`config.mk`:
```
export PLATFORM = sky130hd
export DESIGN_NAME = charger_ctrl
export DESIGN_NICKNAME = d
export VERILOG_FILES = /design/src/inc/chg_pkg.sv /design/src/charger_ctrl.sv /design/src/i2c_target.sv
export SDC_FILE = /design/constraint.sdc
export NUM_CORES = 1
export LEC_CHECK = 0
export BUFFER_PORTS_ARGS = -buffer_cell sky130_fd_sc_hd__buf_2
export CAP_MARGIN = 0
export CORE_UTILIZATION = 41
export DETAILED_ROUTE_END_ITERATION = 10
export PLACE_DENSITY_LB_ADDON = 0.1
export SETUP_SLACK_MARGIN = 0.1
export SKIP_CTS_REPAIR_TIMING = 1
export SYNTH_ARGS = -nofsm -noshare
export SYNTH_HDL_FRONTEND = slang
export SYNTH_HIERARCHICAL = 1
export SYNTH_SLANG_ARGS = --single-unit
```
`constraint.sdc`:
```
create_clock -name clk -period 2.9 [get_ports clk]
set_input_delay 0.435 -clock clk [delete_from_list [all_inputs] [get_ports clk]]
set_output_delay 0.435 -clock clk [all_outputs]
set_load 0.005 [all_outputs]
```
`src/inc/chg_pkg.sv`:
```
package chg_pkg;
	// timing
	localparam int CLK_PERIOD_PS = 5000;
	localparam int DEAD_TIME_PS = 15000;
	localparam int DEAD_CYC = (DEAD_TIME_PS + CLK_PERIOD_PS - 1) / CLK_PERIOD_PS;
	localparam int INT_PULSE_NS = 256000;
	localparam int INT_PULSE_CYC = INT_PULSE_NS * 1000 / CLK_PERIOD_PS;
	localparam int POWERUP_US = 8000;
	localparam int POWERUP_CYC = POWERUP_US * (1000000 / CLK_PERIOD_PS);
	localparam int WDT_MS = 500;
	localparam int WDT_CYC = WDT_MS * (1000000000 / CLK_PERIOD_PS);

	// register offsets
	localparam logic [7:0] REG_CTRL = 8'h00;
	localparam logic [7:0] REG_SWFREQ = 8'h01;
	localparam logic [7:0] REG_STATUS = 8'h02;
	localparam logic [7:0] REG_PRESET = 8'h36;

	// field positions
	localparam int CTRL_MODE_LSB = 0;
	localparam int CTRL_CONV_BIT = 3;
	localparam int CTRL_PDN_BIT = 4;
	localparam int PRESET_DP_LSB = 0;
	localparam int PRESET_DM_LSB = 4;

	// reset values
	localparam logic [7:0] CTRL_RST = 8'h00;
	localparam logic [7:0] SWFREQ_RST = 8'h18;
	localparam logic [7:0] PRESET_RST = 8'h66;

	// charge_mode_field codes
	localparam logic [2:0] MODE_OFF = 3'h0;
	localparam logic [2:0] MODE_BYPASS = 3'h1;
	localparam logic [2:0] MODE_DIVIDER = 3'h2;

	typedef enum logic [2:0] {
		DL_0V0 = 3'h0,
		DL_0V6 = 3'h1,
		DL_1V2 = 3'h2,
		DL_2V0 = 3'h3,
		DL_2V7 = 3'h4,
		DL_3V3 = 3'h5,
		DL_HIZ = 3'h6
	} dl_level_t;

	typedef struct packed {
		logic q1;
		logic q2;
		logic q3;
		logic q4;
	} phase_gate_t;

	typedef struct packed {
		phase_gate_t ph1;
		phase_gate_t ph2;
	} gates_t;

	typedef struct packed {
		logic adapter_present_detect;
		logic input_insert_detect;
		logic battery_insert_detect;
		logic vbat_above_min;
		logic vbat_at_reg;
	} sense_t;

	typedef struct packed {
		logic wr;
		logic [7:0] addr;
		logic [7:0] data;
	} reg_wr_t;

	typedef enum logic [5:0] {
		I_IDLE = 6'h01,
		I_ADDR = 6'h02,
		I_ACK = 6'h04,
		I_WR = 6'h08,
		I_RD = 6'h10,
		I_RACK = 6'h20
	} i2c_state_t;

	typedef struct packed {
		logic [2:0] scl_s;
		logic [2:0] sda_s;
		logic scl;
		logic sda;
		i2c_state_t st;
		logic [3:0] cnt;
		logic [7:0] sh;
		logic [7:0] ptr;
		logic rw;
		logic first;
		logic sel;
		logic oe;
		logic sda_o;
		reg_wr_t wr;
		logic done;
	} i2c_st_t;

	typedef struct packed {
		sense_t s1;
		sense_t s2;
		sense_t s3;
		sense_t sense;
		logic [7:0] ctrl;
		logic [7:0] swfreq;
		logic [7:0] preset;
		logic [31:0] init_cnt;
		logic init_done;
		logic [31:0] wdt_cnt;
		logic [31:0] int_cnt;
		logic [9:0] sw_cnt;
		logic half;
		gates_t gates;
		logic alert_oe;
		logic alert_o;
		logic fet_on;
		logic pdn_on;
		logic regulator_en;
		logic sense_en;
		logic measure_en;
		logic reduce_req;
	} top_st_t;
endpackage

```
`src/charger_ctrl.sv`:
```
`timescale 1ns/10ps
module charger_ctrl #(
	parameter logic [6:0] DEV_ADDR = 7'h3A,
	parameter int INT_CYC = chg_pkg::INT_PULSE_CYC,
	parameter int PWRUP_CYC = chg_pkg::POWERUP_CYC,
	parameter int WDT_CYC = chg_pkg::WDT_CYC
) (
	// clock and reset
	input wire logic clk,
	input wire logic srst,
	// i2c pins
	input wire logic scl_i,
	input wire logic sda_i,
	output logic sda_o,
	output logic sda_oe,
	// alert pin, open drain
	output logic host_alert_pulse_n_o,
	output logic host_alert_pulse_n_oe,
	// analog detector results
	input wire chg_pkg::sense_t sense_i,
	// power stage
	output chg_pkg::gates_t gates,
	output logic external_protection_fet_on,
	output logic input_pulldown_on,
	output logic internal_regulator_en,
	output logic sense_en,
	output logic measure_en,
	// adapter signalling
	output chg_pkg::dl_level_t dp_level,
	output chg_pkg::dl_level_t dm_level,
	output logic reduce_current_req
);
	if (INT_CYC < 1 || PWRUP_CYC < 1 || WDT_CYC < 2) begin : g_chk_cnt
		$error("counts must be positive");
	end
	if (chg_pkg::DEAD_CYC >= 4) begin : g_chk_dead
		$error("dead time exceeds the shortest half period");
	end

	chg_pkg::top_st_t r, n;
	chg_pkg::reg_wr_t wr;
	logic [7:0] rd_addr, rd_data;
	logic txn_done;

	i2c_target #(
		.DEV_ADDR(DEV_ADDR)
	) u_i2c (
		.clk(clk),
		.srst(srst),
		.scl_i(scl_i),
		.sda_i(sda_i),
		.sda_o(sda_o),
		.sda_oe(sda_oe),
		.wr(wr),
		.rd_addr(rd_addr),
		.rd_data(rd_data),
		.txn_done(txn_done)
	);

	function automatic logic mode_legal(input logic [2:0] m);
		mode_legal = (m == chg_pkg::MODE_OFF) || (m == chg_pkg::MODE_BYPASS)
			|| (m == chg_pkg::MODE_DIVIDER);
	endfunction

	logic [2:0] mode, new_mode;
	logic pdn, cond_ok, lowq, alert_evt, dead, p1, p2;
	logic [9:0] half_len;

	always_comb begin
		unique case (rd_addr)
			chg_pkg::REG_CTRL: rd_data = r.ctrl;
			chg_pkg::REG_SWFREQ: rd_data = r.swfreq;
			chg_pkg::REG_STATUS: rd_data = {1'b0, r.reduce_req,
				~r.regulator_en, r.sense.vbat_above_min,
				r.sense.input_insert_detect,
				r.ctrl[chg_pkg::CTRL_MODE_LSB +: 3]};
			chg_pkg::REG_PRESET: rd_data = r.preset;
			default: rd_data = 8'h00;
		endcase
	end

	always_comb begin
		n = r;
		alert_evt = 1'b0;
		// three-stage sampling; a bit moves when stages two and three agree
		n.s1 = sense_i;
		n.s2 = r.s1;
		n.s3 = r.s2;
		n.sense = chg_pkg::sense_t'((r.s2 & r.s3) | (r.sense & (r.s2 | r.s3)));

		mode = r.ctrl[chg_pkg::CTRL_MODE_LSB +: 3];
		pdn = r.ctrl[chg_pkg::CTRL_PDN_BIT];
		cond_ok = r.sense.input_insert_detect & r.sense.vbat_above_min
			& ~pdn;

		// register writes
		new_mode = wr.data[chg_pkg::CTRL_MODE_LSB +: 3];
		if (wr.wr) begin
			unique case (wr.addr)
				chg_pkg::REG_CTRL: begin
					n.ctrl[chg_pkg::CTRL_CONV_BIT] =
						wr.data[chg_pkg::CTRL_CONV_BIT];
					n.ctrl[chg_pkg::CTRL_PDN_BIT] =
						wr.data[chg_pkg::CTRL_PDN_BIT];
					// once running, only a disable is taken
					if (mode_legal(new_mode) && (mode == chg_pkg::MODE_OFF
						|| new_mode == chg_pkg::MODE_OFF)
						&& (new_mode == chg_pkg::MODE_OFF || cond_ok)) begin
						n.ctrl[chg_pkg::CTRL_MODE_LSB +: 3] = new_mode;
					end
				end
				chg_pkg::REG_SWFREQ: n.swfreq = wr.data;
				chg_pkg::REG_PRESET: n.preset = wr.data & 8'h77;
				default: begin
				end
			endcase
		end

		// losing input or battery stops charging at once
		if (mode != chg_pkg::MODE_OFF && !cond_ok) begin
			n.ctrl[chg_pkg::CTRL_MODE_LSB +: 3] = chg_pkg::MODE_OFF;
			alert_evt = 1'b1;
		end

		// power-up delay, then watchdog
		if (!r.init_done) begin
			n.init_cnt = r.init_cnt + 32'h1;
			if (r.init_cnt == 32'(PWRUP_CYC - 1)) begin
				n.init_done = 1'b1;
				alert_evt = 1'b1;
			end
		end else if (txn_done) begin
			n.wdt_cnt = 32'h0;
		end else if (r.wdt_cnt == 32'(WDT_CYC - 1)) begin
			n.wdt_cnt = 32'h0;
			n.ctrl[chg_pkg::CTRL_MODE_LSB +: 3] = chg_pkg::MODE_OFF;
			n.ctrl[chg_pkg::CTRL_CONV_BIT] = 1'b0;
			alert_evt = 1'b1;
		end else begin
			n.wdt_cnt = r.wdt_cnt + 32'h1;
		end

		// alert pulse; a new event during a pulse restarts it
		if (alert_evt) begin
			n.int_cnt = 32'(INT_CYC);
		end else if (r.int_cnt != 32'h0) begin
			n.int_cnt = r.int_cnt - 32'h1;
		end
		n.alert_oe = (n.int_cnt != 32'h0);
		n.alert_o = 1'b0;

		// switching timebase, used in divider mode only
		half_len = {r.swfreq, 2'b00} + 10'h004;
		mode = n.ctrl[chg_pkg::CTRL_MODE_LSB +: 3];
		if (mode != chg_pkg::MODE_DIVIDER) begin
			n.sw_cnt = 10'h000;
			n.half = 1'b0;
		end else if (r.sw_cnt >= half_len - 10'h001) begin
			n.sw_cnt = 10'h000;
			n.half = ~r.half;
		end else begin
			n.sw_cnt = r.sw_cnt + 10'h001;
		end
		dead = n.sw_cnt < 10'(chg_pkg::DEAD_CYC);
		p1 = ~n.half & ~dead;
		p2 = n.half & ~dead;
		unique case (mode)
			chg_pkg::MODE_DIVIDER: begin
				n.gates.ph1 = '{q1: p1, q2: p2, q3: p1, q4: p2};
				n.gates.ph2 = '{q1: p2, q2: p1, q3: p2, q4: p1};
			end
			chg_pkg::MODE_BYPASS: begin
				n.gates.ph1 = '{q1: 1'b1, q2: 1'b1, q3: 1'b0, q4: 1'b0};
				n.gates.ph2 = '{q1: 1'b1, q2: 1'b1, q3: 1'b0, q4: 1'b0};
			end
			default: n.gates = '0;
		endcase

		// quiescent management; detectors are gated off with the regulator when lowq
		lowq = ~n.sense.adapter_present_detect | n.ctrl[chg_pkg::CTRL_PDN_BIT];
		n.regulator_en = ~lowq;
		n.sense_en = ~lowq;
		n.measure_en = ~lowq & n.ctrl[chg_pkg::CTRL_CONV_BIT];
		n.fet_on = n.sense.adapter_present_detect
			& ~n.ctrl[chg_pkg::CTRL_PDN_BIT];
		n.pdn_on = n.ctrl[chg_pkg::CTRL_PDN_BIT];
		n.reduce_req = (mode != chg_pkg::MODE_OFF)
			& n.sense.vbat_at_reg;
	end

	always_ff @(posedge clk) begin
		if (srst) begin
			r <= '{ctrl: chg_pkg::CTRL_RST, swfreq: chg_pkg::SWFREQ_RST,
				preset: chg_pkg::PRESET_RST, default: '0};
		end else begin
			r <= n;
		end
	end

	assign host_alert_pulse_n_o = r.alert_o;
	assign host_alert_pulse_n_oe = r.alert_oe;
	assign gates = r.gates;
	assign external_protection_fet_on = r.fet_on;
	assign input_pulldown_on = r.pdn_on;
	assign internal_regulator_en = r.regulator_en;
	assign sense_en = r.sense_en;
	assign measure_en = r.measure_en;
	// each line follows its own field
	assign dp_level = chg_pkg::dl_level_t'(r.preset[chg_pkg::PRESET_DP_LSB +: 3]);
	assign dm_level = chg_pkg::dl_level_t'(r.preset[chg_pkg::PRESET_DM_LSB +: 3]);
	assign reduce_current_req = r.reduce_req;
endmodule

```
`src/i2c_target.sv`:
```
`timescale 1ns/10ps
module i2c_target #(
	parameter logic [6:0] DEV_ADDR = 7'h3A
) (
	// clock and reset
	input wire logic clk,
	input wire logic srst,
	// i2c pins
	input wire logic scl_i,
	input wire logic sda_i,
	output logic sda_o,
	output logic sda_oe,
	// register side
	output chg_pkg::reg_wr_t wr,
	output logic [7:0] rd_addr,
	input wire logic [7:0] rd_data,
	output logic txn_done
);
	chg_pkg::i2c_st_t r, n;
	logic scl_rise, scl_fall, start_c, stop_c;

	always_comb begin
		n = r;
		n.wr.wr = 1'b0;
		n.done = 1'b0;
		n.sda_o = 1'b0;
		n.scl_s = {r.scl_s[1:0], scl_i};
		n.sda_s = {r.sda_s[1:0], sda_i};
		// accept a level only once stages two and three agree
		if (r.scl_s[1] == r.scl_s[2]) begin
			n.scl = r.scl_s[2];
		end
		if (r.sda_s[1] == r.sda_s[2]) begin
			n.sda = r.sda_s[2];
		end
		scl_rise = ~r.scl & n.scl;
		scl_fall = r.scl & ~n.scl;
		start_c = r.scl & n.scl & r.sda & ~n.sda;
		stop_c = r.scl & n.scl & ~r.sda & n.sda;
		if (start_c) begin
			n.st = chg_pkg::I_ADDR;
			n.cnt = 4'h0;
			n.oe = 1'b0;
		end else if (stop_c) begin
			n.done = r.sel;
			n.sel = 1'b0;
			n.st = chg_pkg::I_IDLE;
			n.oe = 1'b0;
		end else if (scl_rise) begin
			if (r.st == chg_pkg::I_ADDR || r.st == chg_pkg::I_WR) begin
				n.sh = {r.sh[6:0], n.sda};
				n.cnt = r.cnt + 4'h1;
			end else if (r.st == chg_pkg::I_RD) begin
				n.cnt = r.cnt + 4'h1;
			end else if (r.st == chg_pkg::I_RACK) begin
				// a nack ends the read; wait for stop
				if (n.sda) begin
					n.st = chg_pkg::I_IDLE;
				end else begin
					n.ptr = r.ptr + 8'h01;
				end
			end
		end else if (scl_fall) begin
			unique case (r.st)
				chg_pkg::I_IDLE: begin
				end
				chg_pkg::I_ADDR: begin
					if (r.cnt == 4'h8) begin
						if (r.sh[7:1] == DEV_ADDR) begin
							n.sel = 1'b1;
							n.rw = r.sh[0];
							n.first = ~r.sh[0];
							n.oe = 1'b1;
							n.st = chg_pkg::I_ACK;
						end else begin
							n.st = chg_pkg::I_IDLE;
						end
					end
				end
				chg_pkg::I_WR: begin
					if (r.cnt == 4'h8) begin
						if (r.first) begin
							n.ptr = r.sh;
							n.first = 1'b0;
						end else begin
							n.wr.wr = 1'b1;
							n.wr.addr = r.ptr;
							n.wr.data = r.sh;
							n.ptr = r.ptr + 8'h01;
						end
						n.oe = 1'b1;
						n.st = chg_pkg::I_ACK;
					end
				end
				chg_pkg::I_ACK: begin
					n.cnt = 4'h0;
					if (r.rw) begin
						n.sh = rd_data;
						n.oe = ~rd_data[7];
						n.st = chg_pkg::I_RD;
					end else begin
						n.oe = 1'b0;
						n.st = chg_pkg::I_WR;
					end
				end
				chg_pkg::I_RD: begin
					if (r.cnt == 4'h8) begin
						n.oe = 1'b0;
						n.st = chg_pkg::I_RACK;
					end else begin
						n.sh = {r.sh[6:0], 1'b0};
						n.oe = ~r.sh[6];
					end
				end
				chg_pkg::I_RACK: begin
					n.cnt = 4'h0;
					n.sh = rd_data;
					n.oe = ~rd_data[7];
					n.st = chg_pkg::I_RD;
				end
			endcase
		end
	end

	always_ff @(posedge clk) begin
		if (srst) begin
			r <= '{scl_s: 3'h7, sda_s: 3'h7, scl: 1'b1, sda: 1'b1,
				st: chg_pkg::I_IDLE, default: '0};
		end else begin
			r <= n;
		end
	end

	assign sda_o = r.sda_o;
	assign sda_oe = r.oe;
	assign wr = r.wr;
	assign rd_addr = r.ptr;
	assign txn_done = r.done;
endmodule

```
==> out/summary.json, run 1 <==
{
  "cts_tree": {"value": "done"},
  "worst_clock_skew": {"value": 0.0183, "unit": "ns"},
  "synth_nets": {"value": 1252},
  "antenna_violation_net_count_after_detailed_routing": {"value": 0},
  "antenna_found_initial": {"value": 0},
  "gp_congestion": {"value": 0.890},
  "synthDistinctLibCells": {"value": 80},
  "timing.critical_path.cells": {"value": "or4_1, nor3_1, nand4_2, mux2_2, o21a_1, nor4_1, a31oi_1"},
  "synthCells": {"value": 1223},
  "drt-wirelength-per-cell": {"value": 14.7, "unit": "um"},
  "total_setup_violations_reported_at_the_end_of_the_flow": {"value": 0},
  "pre_cts_slack": {"value": 0.261, "unit": "ns"},
  "min_period_over_period": {"value": 0.914},
  "power-per-cell-area": {"value": 756, "unit": "mW/mm^2"},
  "reg2regPathDepth": {"value": 7},
  "multi_input_comb_area": {"value": 0.00553, "unit": "mm^2"},
  "kind_of_critical_path": {"value": "flop to flop"},
  "yosys_warnings": {"value": 6},
  "port_buffers": {"value": 29},
  "timing.final.ws_setup": {"value": 0.250, "unit": "ns"},
  "std_cell_rows": {"value": 57},
  "grt_first_pass_wirelength": {"value": 39.1, "unit": "mm"},
  "design.final.nets": {"value": 1255},
  "worstMarginPinSlew": {"value": 0.674, "unit": "ns"},
  "route.detailed.drc": {"value": 0},
  "grt_usage": {"value": 0.181},
  "hp-class": {"value": "input pin to flop"},
  "timing.reg2reg.setup_slack": {"value": 0.25, "unit": "ns"},
  "synth_enable_flop_cells": {"value": 0},
  "post-layout-total-power": {"value": 8.68, "unit": "mW"},
  "number_of_detailed_route_iterations_in_the_first_pass": {"value": 7},
  "ys_seq_elements": {"value": 207},
  "ys_seq_area_frac": {"value": 0.402},
  "cp_max_fo": {"value": 8},
  "ctsRootBufferMaster": {"value": "sky130_fd_sc_hd__clkbuf_16"},
  "core-area": {"value": 0.0245, "unit": "mm^2"},
  "slew_headroom": {"value": 0.546},
  "diodes": {"value": 0},
  "critical_path_arrival": {"value": 3.02, "unit": "ns"},
  "place_hpwl": {"value": 16.1, "unit": "mm"},
  "critical_path.endpoint_type": {"value": "flop"},
  "total_congestion_overflow": {"value": 0},
  "register_area": {"value": 0.00414, "unit": "mm^2"},
  "path_clk_slew": {"value": 0.06, "unit": "ns"},
  "largest_net_degree_at_the_start_of_global_routing": {"value": 64},
  "rsz0062_at_grt": {"value": "true"},
  "timing.final.max_slew_violations": {"value": 0},
  "final_area": {"value": 0.0115, "unit": "mm^2"},
  "max-clock-path-buffers": {"value": 3},
  "initial_core_util": {"value": 0.421},
  "fin_util": {"value": 0.469},
  "crit_path_start_kind": {"value": "flop"},
  "die_width": {"value": 161, "unit": "um"},
  "worst_ir_drop_vdd": {"value": 0.655, "unit": "mV"},
  "ys.flop_type": {"value": "sky130_fd_sc_hd__dfxtp_1"},
  "critPathMaxStageDelay": {"value": 0.62, "unit": "ns"},
  "timing.max_cap.violations": {"value": 0},
  "cts_htree_levels": {"value": 1},
  "fmaxAchievable": {"value": 377, "unit": "MHz"},
  "grt_pass1_vias": {"value": 7726},
  "final.min_clock_period": {"value": 2.65, "unit": "ns"},
  "fillerInstances": {"value": 2360},
  "holdPathStages": {"value": 2},
  "vias_per_cell": {"value": 5.26},
  "status": {"value": "complete, no violations"},
  "cts_buffers": {"value": 24},
  "syn_to_final_growth": {"value": 11.4, "unit": "%"},
  "postRouteWirelength": {"value": 23.1, "unit": "mm"},
  "final-hold-violation-count": {"value": 0},
  "synthArstFlopShare": {"value": 0},
  "design.die.area": {"value": 0.0258, "unit": "mm^2"},
  "io-pin-count": {"value": 33},
  "syn_area": {"value": 0.0103, "unit": "mm^2"},
  "postPlaceCellArea": {"value": 0.0106, "unit": "mm^2"},
  "dr_total_vias": {"value": 8225},
  "die_height": {"value": 161, "unit": "um"},
  "cts_num_sinks": {"value": 207},
  "avgSynthCellArea": {"value": 8.42, "unit": "um^2"},
  "cp.required": {"value": 3.27, "unit": "ns"},
  "worst_skew_pair.late_latency": {"value": 0.52, "unit": "ns"},
  "drt_iter0_drc": {"value": 518},
  "drive_gt1_frac": {"value": 0.111},
  "critical-path-slowest-cell": {"value": "sky130_fd_sc_hd__or4_1"},
  "leakage": {"value": 4.21, "unit": "nW"},
  "fin_setup_tns": {"value": 0, "unit": "ns"}
}
synthesized netlist by cell type, drive strengths merged, types with 4 or more instances:
master,number,area [um^2]
a21o,7,52.6
nand2,109,412
nand3,44,220
nor4,25,205
a211o,8,70.1
nand2b,16,100
or3,14,90.1
mux2i,20,200
o41ai,4,35.0
nor2,173,652
and2,9,56.3
o21ai,46,230
o31ai,7,52.6
buf,59,423
inv,34,128
or4b,5,50.1
xnor2,39,342
nor3b,6,56.3
a31oi,8,50.1
and3,12,75.1
dfxtp,207,4140
nand3b,4,30.0
clkbuf,26,97.6
a21oi,61,305
or4,24,184
nor4b,4,35.0
nand4b,6,52.6
nand4,27,175
nor2b,30,188
a22oi,10,75.1
xor2,47,412
ha,20,250
nor3,34,196
o21a,4,30.0
and4,7,62.6
and3b,6,52.6
a211oi,7,52.6
or2,12,75.1
layout make-up:
class / instances / area share
sequential: 207 / 0.361
multi-input combinational: 897 / 0.481
clock buffer: 36 / 0.0616
timing repair buffer: 62 / 0.0366
clock inverter: 5 / 0.0131
inverter: 34 / 0.0111
tap: 324 / 0.0353
per-stage QoR:
step	instances	hold WS [ns]
after global routing	1565	0.0899
after detailed placement	1524	0.393
after global placement	1524	0.393
final	1565	0.115
after CTS	1565	0.0847
after floorplan	1223	0.389
worst paths after layout:
path | from | end
max | r[33] | host_alert_pulse_n_oe
min | sda_i | u_i2c/n[52]
max reg2reg | r[33] | host_alert_pulse_n_oe
min reg2reg | u_i2c/n[52] | u_i2c/n[53]
placed cells by master, fill, tap and decap left out, drive strengths merged, types with 10 or more instances in the layout:
cell type  count
and3          12
nand2b        16
nor3          34
a22oi         10
nor4          25
inv           34
dfxtp        207
nand4         27
or4           24
nor2         173
clkbuf        36
o21ai         46
a21oi         61
nand2        109
ha            20
or3           14
xor2          47
xnor2         39
buf           62
mux2i         20
nand3         44
nor2b         30
or2           12
flip-flops by register name, indices dropped and copies added, names as in the netlist, 3 cells and up:
name and cells:
gates 4, dp_level 3, n 8, u_i2c/rd_addr 8
u_i2c/r 25, u_i2c/wr 17, u_i2c/n 4, r 128
dm_level 3
routing by layer:
layer  vias up  GRT usage  share of wire
met5         -          0              0
met1      3779      0.260           0.51
met2       149      0.282           0.43
li1       4261          -              -
met4         0     0.0532          0.023
met3        36     0.0230          0.033
critical path, delay by kind of cell (launching register included):
| family | cells | cell delay, ns |
|---|---|---|
| simple gates | 4 | 1.53 |
| mux | 1 | 0.30 |
| compound gates | 2 | 0.32 |
| flops | 1 | 0.36 |
where the power goes:
group / switching, mW / leakage, nW / total (mW) / internal [mW]
sequential: 0.249 / 1.68 / 3.30 / 3.05
combinational: 1.16 / 2.11 / 2.11 / 0.946
clock: 1.15 / 0.416 / 3.27 / 2.11
total: 2.57 / 4.21 / 8.68 / 6.11
logic make-up (layout without fill, tap and decap cells):
kind of cell / Yosys count / after routing / share of synthesized area
simple gates: 574 / 574 / 0.295
flops: 207 / 207 / 0.402
compound gates: 190 / 190 / 0.117
buf+inv: 119 / 137 / 0.0629
xor+xnor: 86 / 86 / 0.0731
fa+ha+maj: 23 / 23 / 0.0272
mux: 22 / 22 / 0.0216
other cells: 2 / 2 / 0.000729
Power figures use the tool's default switching activity.
==> run 2, diff against run 1 <==
--- a/config.mk
+++ b/config.mk
@@ -8,6 +8,7 @@
 export BUFFER_PORTS_ARGS = -buffer_cell sky130_fd_sc_hd__buf_2
 export CAP_MARGIN = 0
 export CORE_UTILIZATION = 41
+export CTS_BUF_LIST = sky130_fd_sc_hd__clkbuf_16
 export DETAILED_ROUTE_END_ITERATION = 10
 export PLACE_DENSITY_LB_ADDON = 0.1
 export SETUP_SLACK_MARGIN = 0.1
==> out/summary.json, run 2 (synthesis results as in run 1) <==
{
  "cts_htree_levels": {"value": 1, "change": "unchanged"},
  "grt_usage": {"value": 0.181, "change": "unchanged"},
  "cp_max_fo": {"value": 8, "change": "unchanged"},
  "grt_pass1_vias": {"value": 7716, "change": "was 7726"},
  "timing.critical_path.from": {"value": "r[33]", "change": "unchanged"},
  "power_switching": {"value": 2.57, "unit": "mW", "change": "about the same"},
  "p_int": {"value": 5.98, "unit": "mW", "change": "was 6.11 mW"},
  "design.die.area": {"value": 0.0258, "unit": "mm^2", "change": "unchanged"},
  "dr_total_vias": {"value": 8247, "change": "was 8225"},
  "worst_skew_pair.late_latency": {"value": 0.52, "unit": "ns", "change": "about the same"},
  "final-hold-violation-count": {"value": 0, "change": "unchanged"},
  "post-place-cells": {"value": 1524, "change": "unchanged"},
  "grt_first_pass_wirelength": {"value": 39.1, "unit": "mm", "change": "about the same"},
  "timing.critical_path.cells": {"value": "or4_1, nor3_1, nand4_2, mux2_2, o21a_1, nor4_1, a31oi_1", "change": "unchanged"},
  "timing.max_cap.violations": {"value": 0, "change": "unchanged"},
  "slew_headroom": {"value": 0.537, "change": "was 0.546"},
  "hp-class": {"value": "input pin to flop", "change": "unchanged"},
  "reg2reg_from": {"value": "r[33]", "change": "unchanged"},
  "fin_util": {"value": 0.468, "change": "was 0.469"},
  "cts_num_sinks": {"value": 207, "change": "unchanged"},
  "layoutNonFillerInstCount": {"value": 1565, "change": "unchanged"},
  "power-per-cell-area": {"value": 747, "unit": "mW/mm^2", "change": "was 756 mW/mm^2"},
  "reg2regPathDepth": {"value": 7, "change": "unchanged"},
  "timing.final.max_slew_violations": {"value": 0, "change": "unchanged"},
  "number_of_detailed_route_iterations_in_the_first_pass": {"value": 8, "change": "was 7"},
  "antenna_found_initial": {"value": 0, "change": "unchanged"},
  "timing.final.ws_setup": {"value": 0.256, "unit": "ns", "change": "was 0.250 ns"},
  "worst_r2r_endpoint": {"value": "host_alert_pulse_n_oe", "change": "unchanged"},
  "post-layout-total-power": {"value": 8.55, "unit": "mW", "change": "was 8.68 mW"},
  "path_clk_slew": {"value": 0.06, "unit": "ns", "change": "about the same"},
  "fin_setup_tns": {"value": 0, "unit": "ns", "change": "unchanged"},
  "gp_congestion": {"value": 0.890, "change": "unchanged"},
  "mostFrequentLayoutCells": {"value": "sky130_fd_sc_hd__dfxtp_1, sky130_fd_sc_hd__nor2_1, sky130_fd_sc_hd__nand2_1", "change": "unchanged"},
  "postPlaceCellArea": {"value": 0.0106, "unit": "mm^2", "change": "unchanged"},
  "total_setup_violations_reported_at_the_end_of_the_flow": {"value": 0, "change": "unchanged"},
  "total_congestion_overflow": {"value": 0, "change": "unchanged"},
  "diodes": {"value": 0, "change": "unchanged"},
  "core-area": {"value": 0.0245, "unit": "mm^2", "change": "unchanged"},
  "fin_hold_ws": {"value": 0.115, "unit": "ns", "change": "about the same"},
  "power_frac_seq": {"value": 0.386, "change": "was 0.381"},
  "pwr-share-comb": {"value": 0.247, "change": "was 0.243"},
  "postRouteWirelength": {"value": 23.1, "unit": "mm", "change": "about the same"},
  "holdPathStages": {"value": 2, "change": "unchanged"},
  "timing.reg2reg.setup_slack": {"value": 0.26, "unit": "ns", "change": "was 0.25 ns"},
  "io-pin-count": {"value": 33, "change": "unchanged"},
  "drt_iter0_drc": {"value": 477, "change": "was 518"},
  "final_common_cell": {"value": "sky130_fd_sc_hd__dfxtp_1", "change": "unchanged"},
  "worstMarginPinSlew": {"value": 0.692, "unit": "ns", "change": "was 0.674 ns"},
  "final.min_clock_period": {"value": 2.64, "unit": "ns", "change": "was 2.65 ns"},
  "kind_of_critical_path": {"value": "flop to flop", "change": "unchanged"},
  "design.final.nets": {"value": 1255, "change": "unchanged"},
  "leakage": {"value": 4.21, "unit": "nW", "change": "about the same"},
  "drive_gt1_frac": {"value": 0.108, "change": "was 0.111"},
  "critical_path_arrival": {"value": 3.02, "unit": "ns", "change": "about the same"},
  "std_cell_rows": {"value": 57, "change": "unchanged"},
  "min_period_over_period": {"value": 0.912, "change": "was 0.914"},
  "cts_buffers": {"value": 24, "change": "unchanged"},
  "route.detailed.drc": {"value": 0, "change": "unchanged"},
  "clockPowerShare": {"value": 0.367, "change": "was 0.376"},
  "syn_to_final_growth": {"value": 11.0, "unit": "%", "change": "was 11.4%"},
  "die_height": {"value": 161, "unit": "um", "change": "unchanged"},
  "place_hpwl": {"value": 16.1, "unit": "mm", "change": "unchanged"},
  "worst_setup_path_endpoint": {"value": "host_alert_pulse_n_oe", "change": "unchanged"},
  "rsz0062_at_grt": {"value": "true", "change": "unchanged"},
  "largest_register_ff_count": {"value": 128, "change": "unchanged"},
  "worst_ir_drop_vdd": {"value": 0.655, "unit": "mV", "change": "about the same"},
  "antenna_violation_net_count_after_detailed_routing": {"value": 0, "change": "unchanged"},
  "max-clock-path-buffers": {"value": 3, "change": "unchanged"},
  "worst_clock_skew": {"value": 0.0190, "unit": "ns", "change": "was 0.0183 ns"},
  "initial_core_util": {"value": 0.421, "change": "unchanged"},
  "largest-register": {"value": "r", "change": "unchanged"},
  "fmaxAchievable": {"value": 378, "unit": "MHz", "change": "was 377 MHz"},
  "vias_per_cell": {"value": 5.27, "change": "was 5.26"},
  "pre_cts_slack": {"value": 0.261, "unit": "ns", "change": "unchanged"},
  "largest_net_degree_at_the_start_of_global_routing": {"value": 64, "change": "unchanged"},
  "critical-path-slowest-cell": {"value": "sky130_fd_sc_hd__or4_1", "change": "unchanged"},
  "ctsRootBufferMaster": {"value": "sky130_fd_sc_hd__clkbuf_16", "change": "unchanged"},
  "status": {"value": "complete, no violations", "change": "unchanged"},
  "netSwitchingFraction": {"value": 0.300, "change": "was 0.296"},
  "port_buffers": {"value": 29, "change": "unchanged"},
  "critical_path.endpoint_type": {"value": "flop", "change": "unchanged"},
  "crit_path_start_kind": {"value": "flop", "change": "unchanged"},
  "critPathMaxStageDelay": {"value": 0.62, "unit": "ns", "change": "about the same"},
  "cts_tree": {"value": "done", "change": "unchanged"},
  "final_area": {"value": 0.0114, "unit": "mm^2", "change": "was 0.0115 mm^2"},
  "cp.required": {"value": 3.27, "unit": "ns", "change": "about the same"},
  "die_width": {"value": 161, "unit": "um", "change": "unchanged"},
  "drt-wirelength-per-cell": {"value": 14.8, "unit": "um", "change": "was 14.7 um"}
}
==> run 2: routing by layer <==
metal,part of all wire,global-route usage
met3,0.034,0.0232
met2,0.43,0.282
met1,0.51,0.260
met5,0,0
met4,0.024,0.0537
==> run 2: cell type report <==
cell class,count,area (um^2)
fillers,2360,13000
multi-input cells,897,5530
flip-flops and latches,207,4140
clock buffers,25,626
repair buffers,62,420
well taps,324,405
clock inverters,16,191
inverters,34,128
==> run 2: critical path: cells and delay by family, from the launching register on <==
family / cells / cell delay [ns]
AOI/OAI and AO/OA: 2 / 0.31
muxes: 1 / 0.30
and+or+nand+nor: 4 / 1.53
DFF: 1 / 0.36
==> run 2: worst min-delay path by stage <==
stage,startpoint,endpoint,slack [ns]
after CTS,sda_i,u_i2c/n[52],0.08
after floorplan,u_i2c/n[52],u_i2c/n[53],0.39
after global placement,u_i2c/n[52],u_i2c/n[53],0.39
after global routing,sda_i,u_i2c/n[52],0.09
final,sda_i,u_i2c/n[52],0.11
after detailed placement,u_i2c/n[52],u_i2c/n[53],0.39
==> run 2: power by group through the flow <==
| stage | Sequential (mW) | Clock [mW] | Combinational, mW |
|---|---|---|---|
| 3_5_place_dp | 3.35 | 0 | 2.08 |
| 3_3_place_gp | 3.35 | 0 | 2.10 |
| 5_1_grt | 3.33 | 3.36 | 2.40 |
| 6_report | 3.30 | 3.13 | 2.11 |
| 4_1_cts | 3.29 | 3.24 | 2.10 |
| 2_1_floorplan | 3.28 | 0 | 1.56 |
==> run 3, diff against run 2 <==
--- a/config.mk
+++ b/config.mk
@@ -7,7 +7,7 @@
 export LEC_CHECK = 0
 export BUFFER_PORTS_ARGS = -buffer_cell sky130_fd_sc_hd__buf_2
 export CAP_MARGIN = 0
-export CORE_UTILIZATION = 41
+export CORE_UTILIZATION = 60
 export CTS_BUF_LIST = sky130_fd_sc_hd__clkbuf_16
 export DETAILED_ROUTE_END_ITERATION = 10
 export PLACE_DENSITY_LB_ADDON = 0.1
==> out/summary.json, run 3 (synthesis results as in run 1) <==
{
  "syn_to_final_growth": {"value": 8.55, "unit": "%", "change": "was 11.0%"},
  "clockPowerShare": {"value": 0.354, "change": "was 0.367"},
  "timing.final.max_slew_violations": {"value": 0, "change": "unchanged"},
  "critical_path.endpoint_type": {"value": "flop", "change": "unchanged"},
  "io-pin-count": {"value": 33, "change": "unchanged"},
  "slew_headroom": {"value": 0.524, "change": "was 0.537"},
  "std_cell_rows": {"value": 47, "change": "was 57"},
  "power_switching": {"value": 2.52, "unit": "mW", "change": "was 2.57 mW"},
  "die_height": {"value": 133, "unit": "um", "change": "was 161 um"},
  "timing.max_cap.violations": {"value": 0, "change": "unchanged"},
  "fin_hold_ws": {"value": 0.116, "unit": "ns", "change": "was 0.115 ns"},
  "grt_pass1_vias": {"value": 7800, "change": "was 7716"},
  "ctsRootBufferMaster": {"value": "sky130_fd_sc_hd__clkbuf_16", "change": "unchanged"},
  "critPathMaxStageDelay": {"value": 0.55, "unit": "ns", "change": "was 0.62 ns"},
  "cp_max_fo": {"value": 6, "change": "was 8"},
  "worst_skew_pair.late_latency": {"value": 0.50, "unit": "ns", "change": "was 0.52 ns"},
  "fmaxAchievable": {"value": 375, "unit": "MHz", "change": "was 378 MHz"},
  "postRouteWirelength": {"value": 21.3, "unit": "mm", "change": "was 23.1 mm"},
  "dr_total_vias": {"value": 8394, "change": "was 8247"},
  "final_common_cell": {"value": "sky130_fd_sc_hd__dfxtp_1", "change": "unchanged"},
  "largest_net_degree_at_the_start_of_global_routing": {"value": 74, "change": "was 64"},
  "worst_clock_skew": {"value": 0.0115, "unit": "ns", "change": "was 0.0190 ns"},
  "core-area": {"value": 0.0167, "unit": "mm^2", "change": "was 0.0245 mm^2"},
  "total_setup_violations_reported_at_the_end_of_the_flow": {"value": 0, "change": "unchanged"},
  "design.final.nets": {"value": 1245, "change": "was 1255"},
  "power-per-cell-area": {"value": 740, "unit": "mW/mm^2", "change": "was 747 mW/mm^2"},
  "worst_ir_drop_vdd": {"value": 0.867, "unit": "mV", "change": "was 0.655 mV"},
  "pwr-share-comb": {"value": 0.248, "change": "was 0.247"},
  "path_clk_slew": {"value": 0.06, "unit": "ns", "change": "about the same"},
  "max-clock-path-buffers": {"value": 3, "change": "unchanged"},
  "reg2reg_from": {"value": "r[38]", "change": "was r[33]"},
  "die_width": {"value": 133, "unit": "um", "change": "was 161 um"},
  "timing.critical_path.cells": {"value": "or3_1, or4_1, a211oi_1, xnor2_1, nand4b_1, nor4_1, a31oi_1", "change": "was or4_1, nor3_1, nand4_2, mux2_2, o21a_1, nor4_1, a31oi_1"},
  "antenna_violation_net_count_after_detailed_routing": {"value": 0, "change": "unchanged"},
  "status": {"value": "complete, no violations", "change": "unchanged"},
  "timing.hold.worst.start": {"value": "sda_i", "change": "unchanged"},
  "post-layout-total-power": {"value": 8.28, "unit": "mW", "change": "was 8.55 mW"},
  "mostFrequentLayoutCells": {"value": "sky130_fd_sc_hd__dfxtp_1, sky130_fd_sc_hd__nor2_1, sky130_fd_sc_hd__nand2_1", "change": "unchanged"},
  "route.detailed.drc": {"value": 0, "change": "unchanged"},
  "timing.critical_path.from": {"value": "r[38]", "change": "was r[33]"},
  "min_period_over_period": {"value": 0.919, "change": "was 0.912"},
  "critical_path_arrival": {"value": 3.01, "unit": "ns", "change": "was 3.02 ns"},
  "total_congestion_overflow": {"value": 0, "change": "unchanged"},
  "cts_htree_levels": {"value": 1, "change": "unchanged"},
  "number_of_detailed_route_iterations_in_the_first_pass": {"value": 5, "change": "was 8"},
  "hp-class": {"value": "input pin to flop", "change": "unchanged"},
  "place_hpwl": {"value": 14.8, "unit": "mm", "change": "was 16.1 mm"},
  "vias_per_cell": {"value": 5.78, "change": "was 5.27"},
  "largest_register_ff_count": {"value": 128, "change": "unchanged"},
  "crit_path_start_kind": {"value": "flop", "change": "unchanged"},
  "port_buffers": {"value": 29, "change": "unchanged"},
  "cts_buffers": {"value": 22, "change": "was 24"},
  "fin_setup_tns": {"value": 0, "unit": "ns", "change": "unchanged"},
  "grt_first_pass_wirelength": {"value": 36.6, "unit": "mm", "change": "was 39.1 mm"},
  "largest-register": {"value": "r", "change": "unchanged"},
  "initial_core_util": {"value": 0.617, "change": "was 0.421"},
  "netSwitchingFraction": {"value": 0.305, "change": "was 0.300"},
  "gp_congestion": {"value": 0.909, "change": "was 0.890"},
  "grt_usage": {"value": 0.244, "change": "was 0.181"},
  "rsz0062_at_grt": {"value": "false", "change": "was true"},
  "cp.required": {"value": 3.24, "unit": "ns", "change": "was 3.27 ns"},
  "leakage": {"value": 4.12, "unit": "nW", "change": "was 4.21 nW"},
  "kind_of_critical_path": {"value": "flop to flop", "change": "unchanged"},
  "drt_iter0_drc": {"value": 560, "change": "was 477"},
  "drive_gt1_frac": {"value": 0.106, "change": "was 0.108"},
  "timing.final.ws_setup": {"value": 0.234, "unit": "ns", "change": "was 0.256 ns"},
  "cts_num_sinks": {"value": 207, "change": "unchanged"},
  "fin_util": {"value": 0.670, "change": "was 0.468"},
  "pre_cts_slack": {"value": 0.249, "unit": "ns", "change": "was 0.261 ns"},
  "final.min_clock_period": {"value": 2.67, "unit": "ns", "change": "was 2.64 ns"},
  "critical-path-slowest-cell": {"value": "sky130_fd_sc_hd__or4_1", "change": "unchanged"},
  "final-hold-violation-count": {"value": 0, "change": "unchanged"},
  "drt-wirelength-per-cell": {"value": 14.7, "unit": "um", "change": "was 14.8 um"},
  "diodes": {"value": 0, "change": "unchanged"},
  "design.die.area": {"value": 0.0177, "unit": "mm^2", "change": "was 0.0258 mm^2"},
  "worstMarginPinSlew": {"value": 0.710, "unit": "ns", "change": "was 0.692 ns"},
  "cts_tree": {"value": "done", "change": "unchanged"},
  "p_int": {"value": 5.75, "unit": "mW", "change": "was 5.98 mW"},
  "power_frac_seq": {"value": 0.397, "change": "was 0.386"},
  "antenna_found_initial": {"value": 0, "change": "unchanged"}
}
[run 3: cell types whose count changed in the layout (fill, tap and decap cells not counted), sizes merged]
cell and delta:
buf -8, bufinv -1, clkbuf -2, clkinv +3
clkinvlp +3, inv -4
[run 3: routing by layer]
metal,wire length [um],part of all wire,up-vias,track usage
li1,-,-,4248,-
met1,10300,0.49,3909,0.343
met2,9510,0.45,198,0.391
met3,951,0.045,39,0.0310
met4,480,0.023,0,0.0722
met5,0,0,-,0
[run 3: through the flow]
step	std cells	cell area, um^2
4_1_cts	1452	11200
6_report	1452	11200
3_5_place_dp	1412	10400
2_1_floorplan	1223	10300
5_1_grt	1452	11200
3_3_place_gp	1412	10400
[run 3: final timing paths]
check                                             end  slack [ns]  depth (start not counted)
worst max-delay path            host_alert_pulse_n_oe        0.23                          7
worst min-delay path                      u_i2c/n[52]        0.12                          2
worst max register to register  host_alert_pulse_n_oe        0.23                          7
worst min register to register            u_i2c/n[53]        0.41                          1
[run 3: area by class of cell]
cell class | instances | area, um^2
Clock inverter | 17 | 193
Clock buffer | 23 | 576
Tap cell | 220 | 275
Inverter | 34 | 128
Timing Repair Buffer | 54 | 348
Sequential cell | 207 | 4140
Fill cell | 1456 | 5520
Multi-Input combinational cell | 897 | 5520
[run 3: power groups by stage]
stage | logic [mW] | clock network, mW | registers [mW]
after CTS | 2.04 | 3.00 | 3.29
after detailed placement | 2.02 | 0 | 3.35
final | 2.06 | 2.93 | 3.29
after floorplan | 1.56 | 0 | 3.28
after global routing | 2.31 | 3.12 | 3.32
after global placement | 2.00 | 0 | 3.34
[run 3: worst max-delay path: cells and delay by family, from the launching register on]
family          cells  cell delay (ns)
xor+xnor            1             0.20
simple gates        4             1.35
flops               1             0.34
compound gates      2             0.61
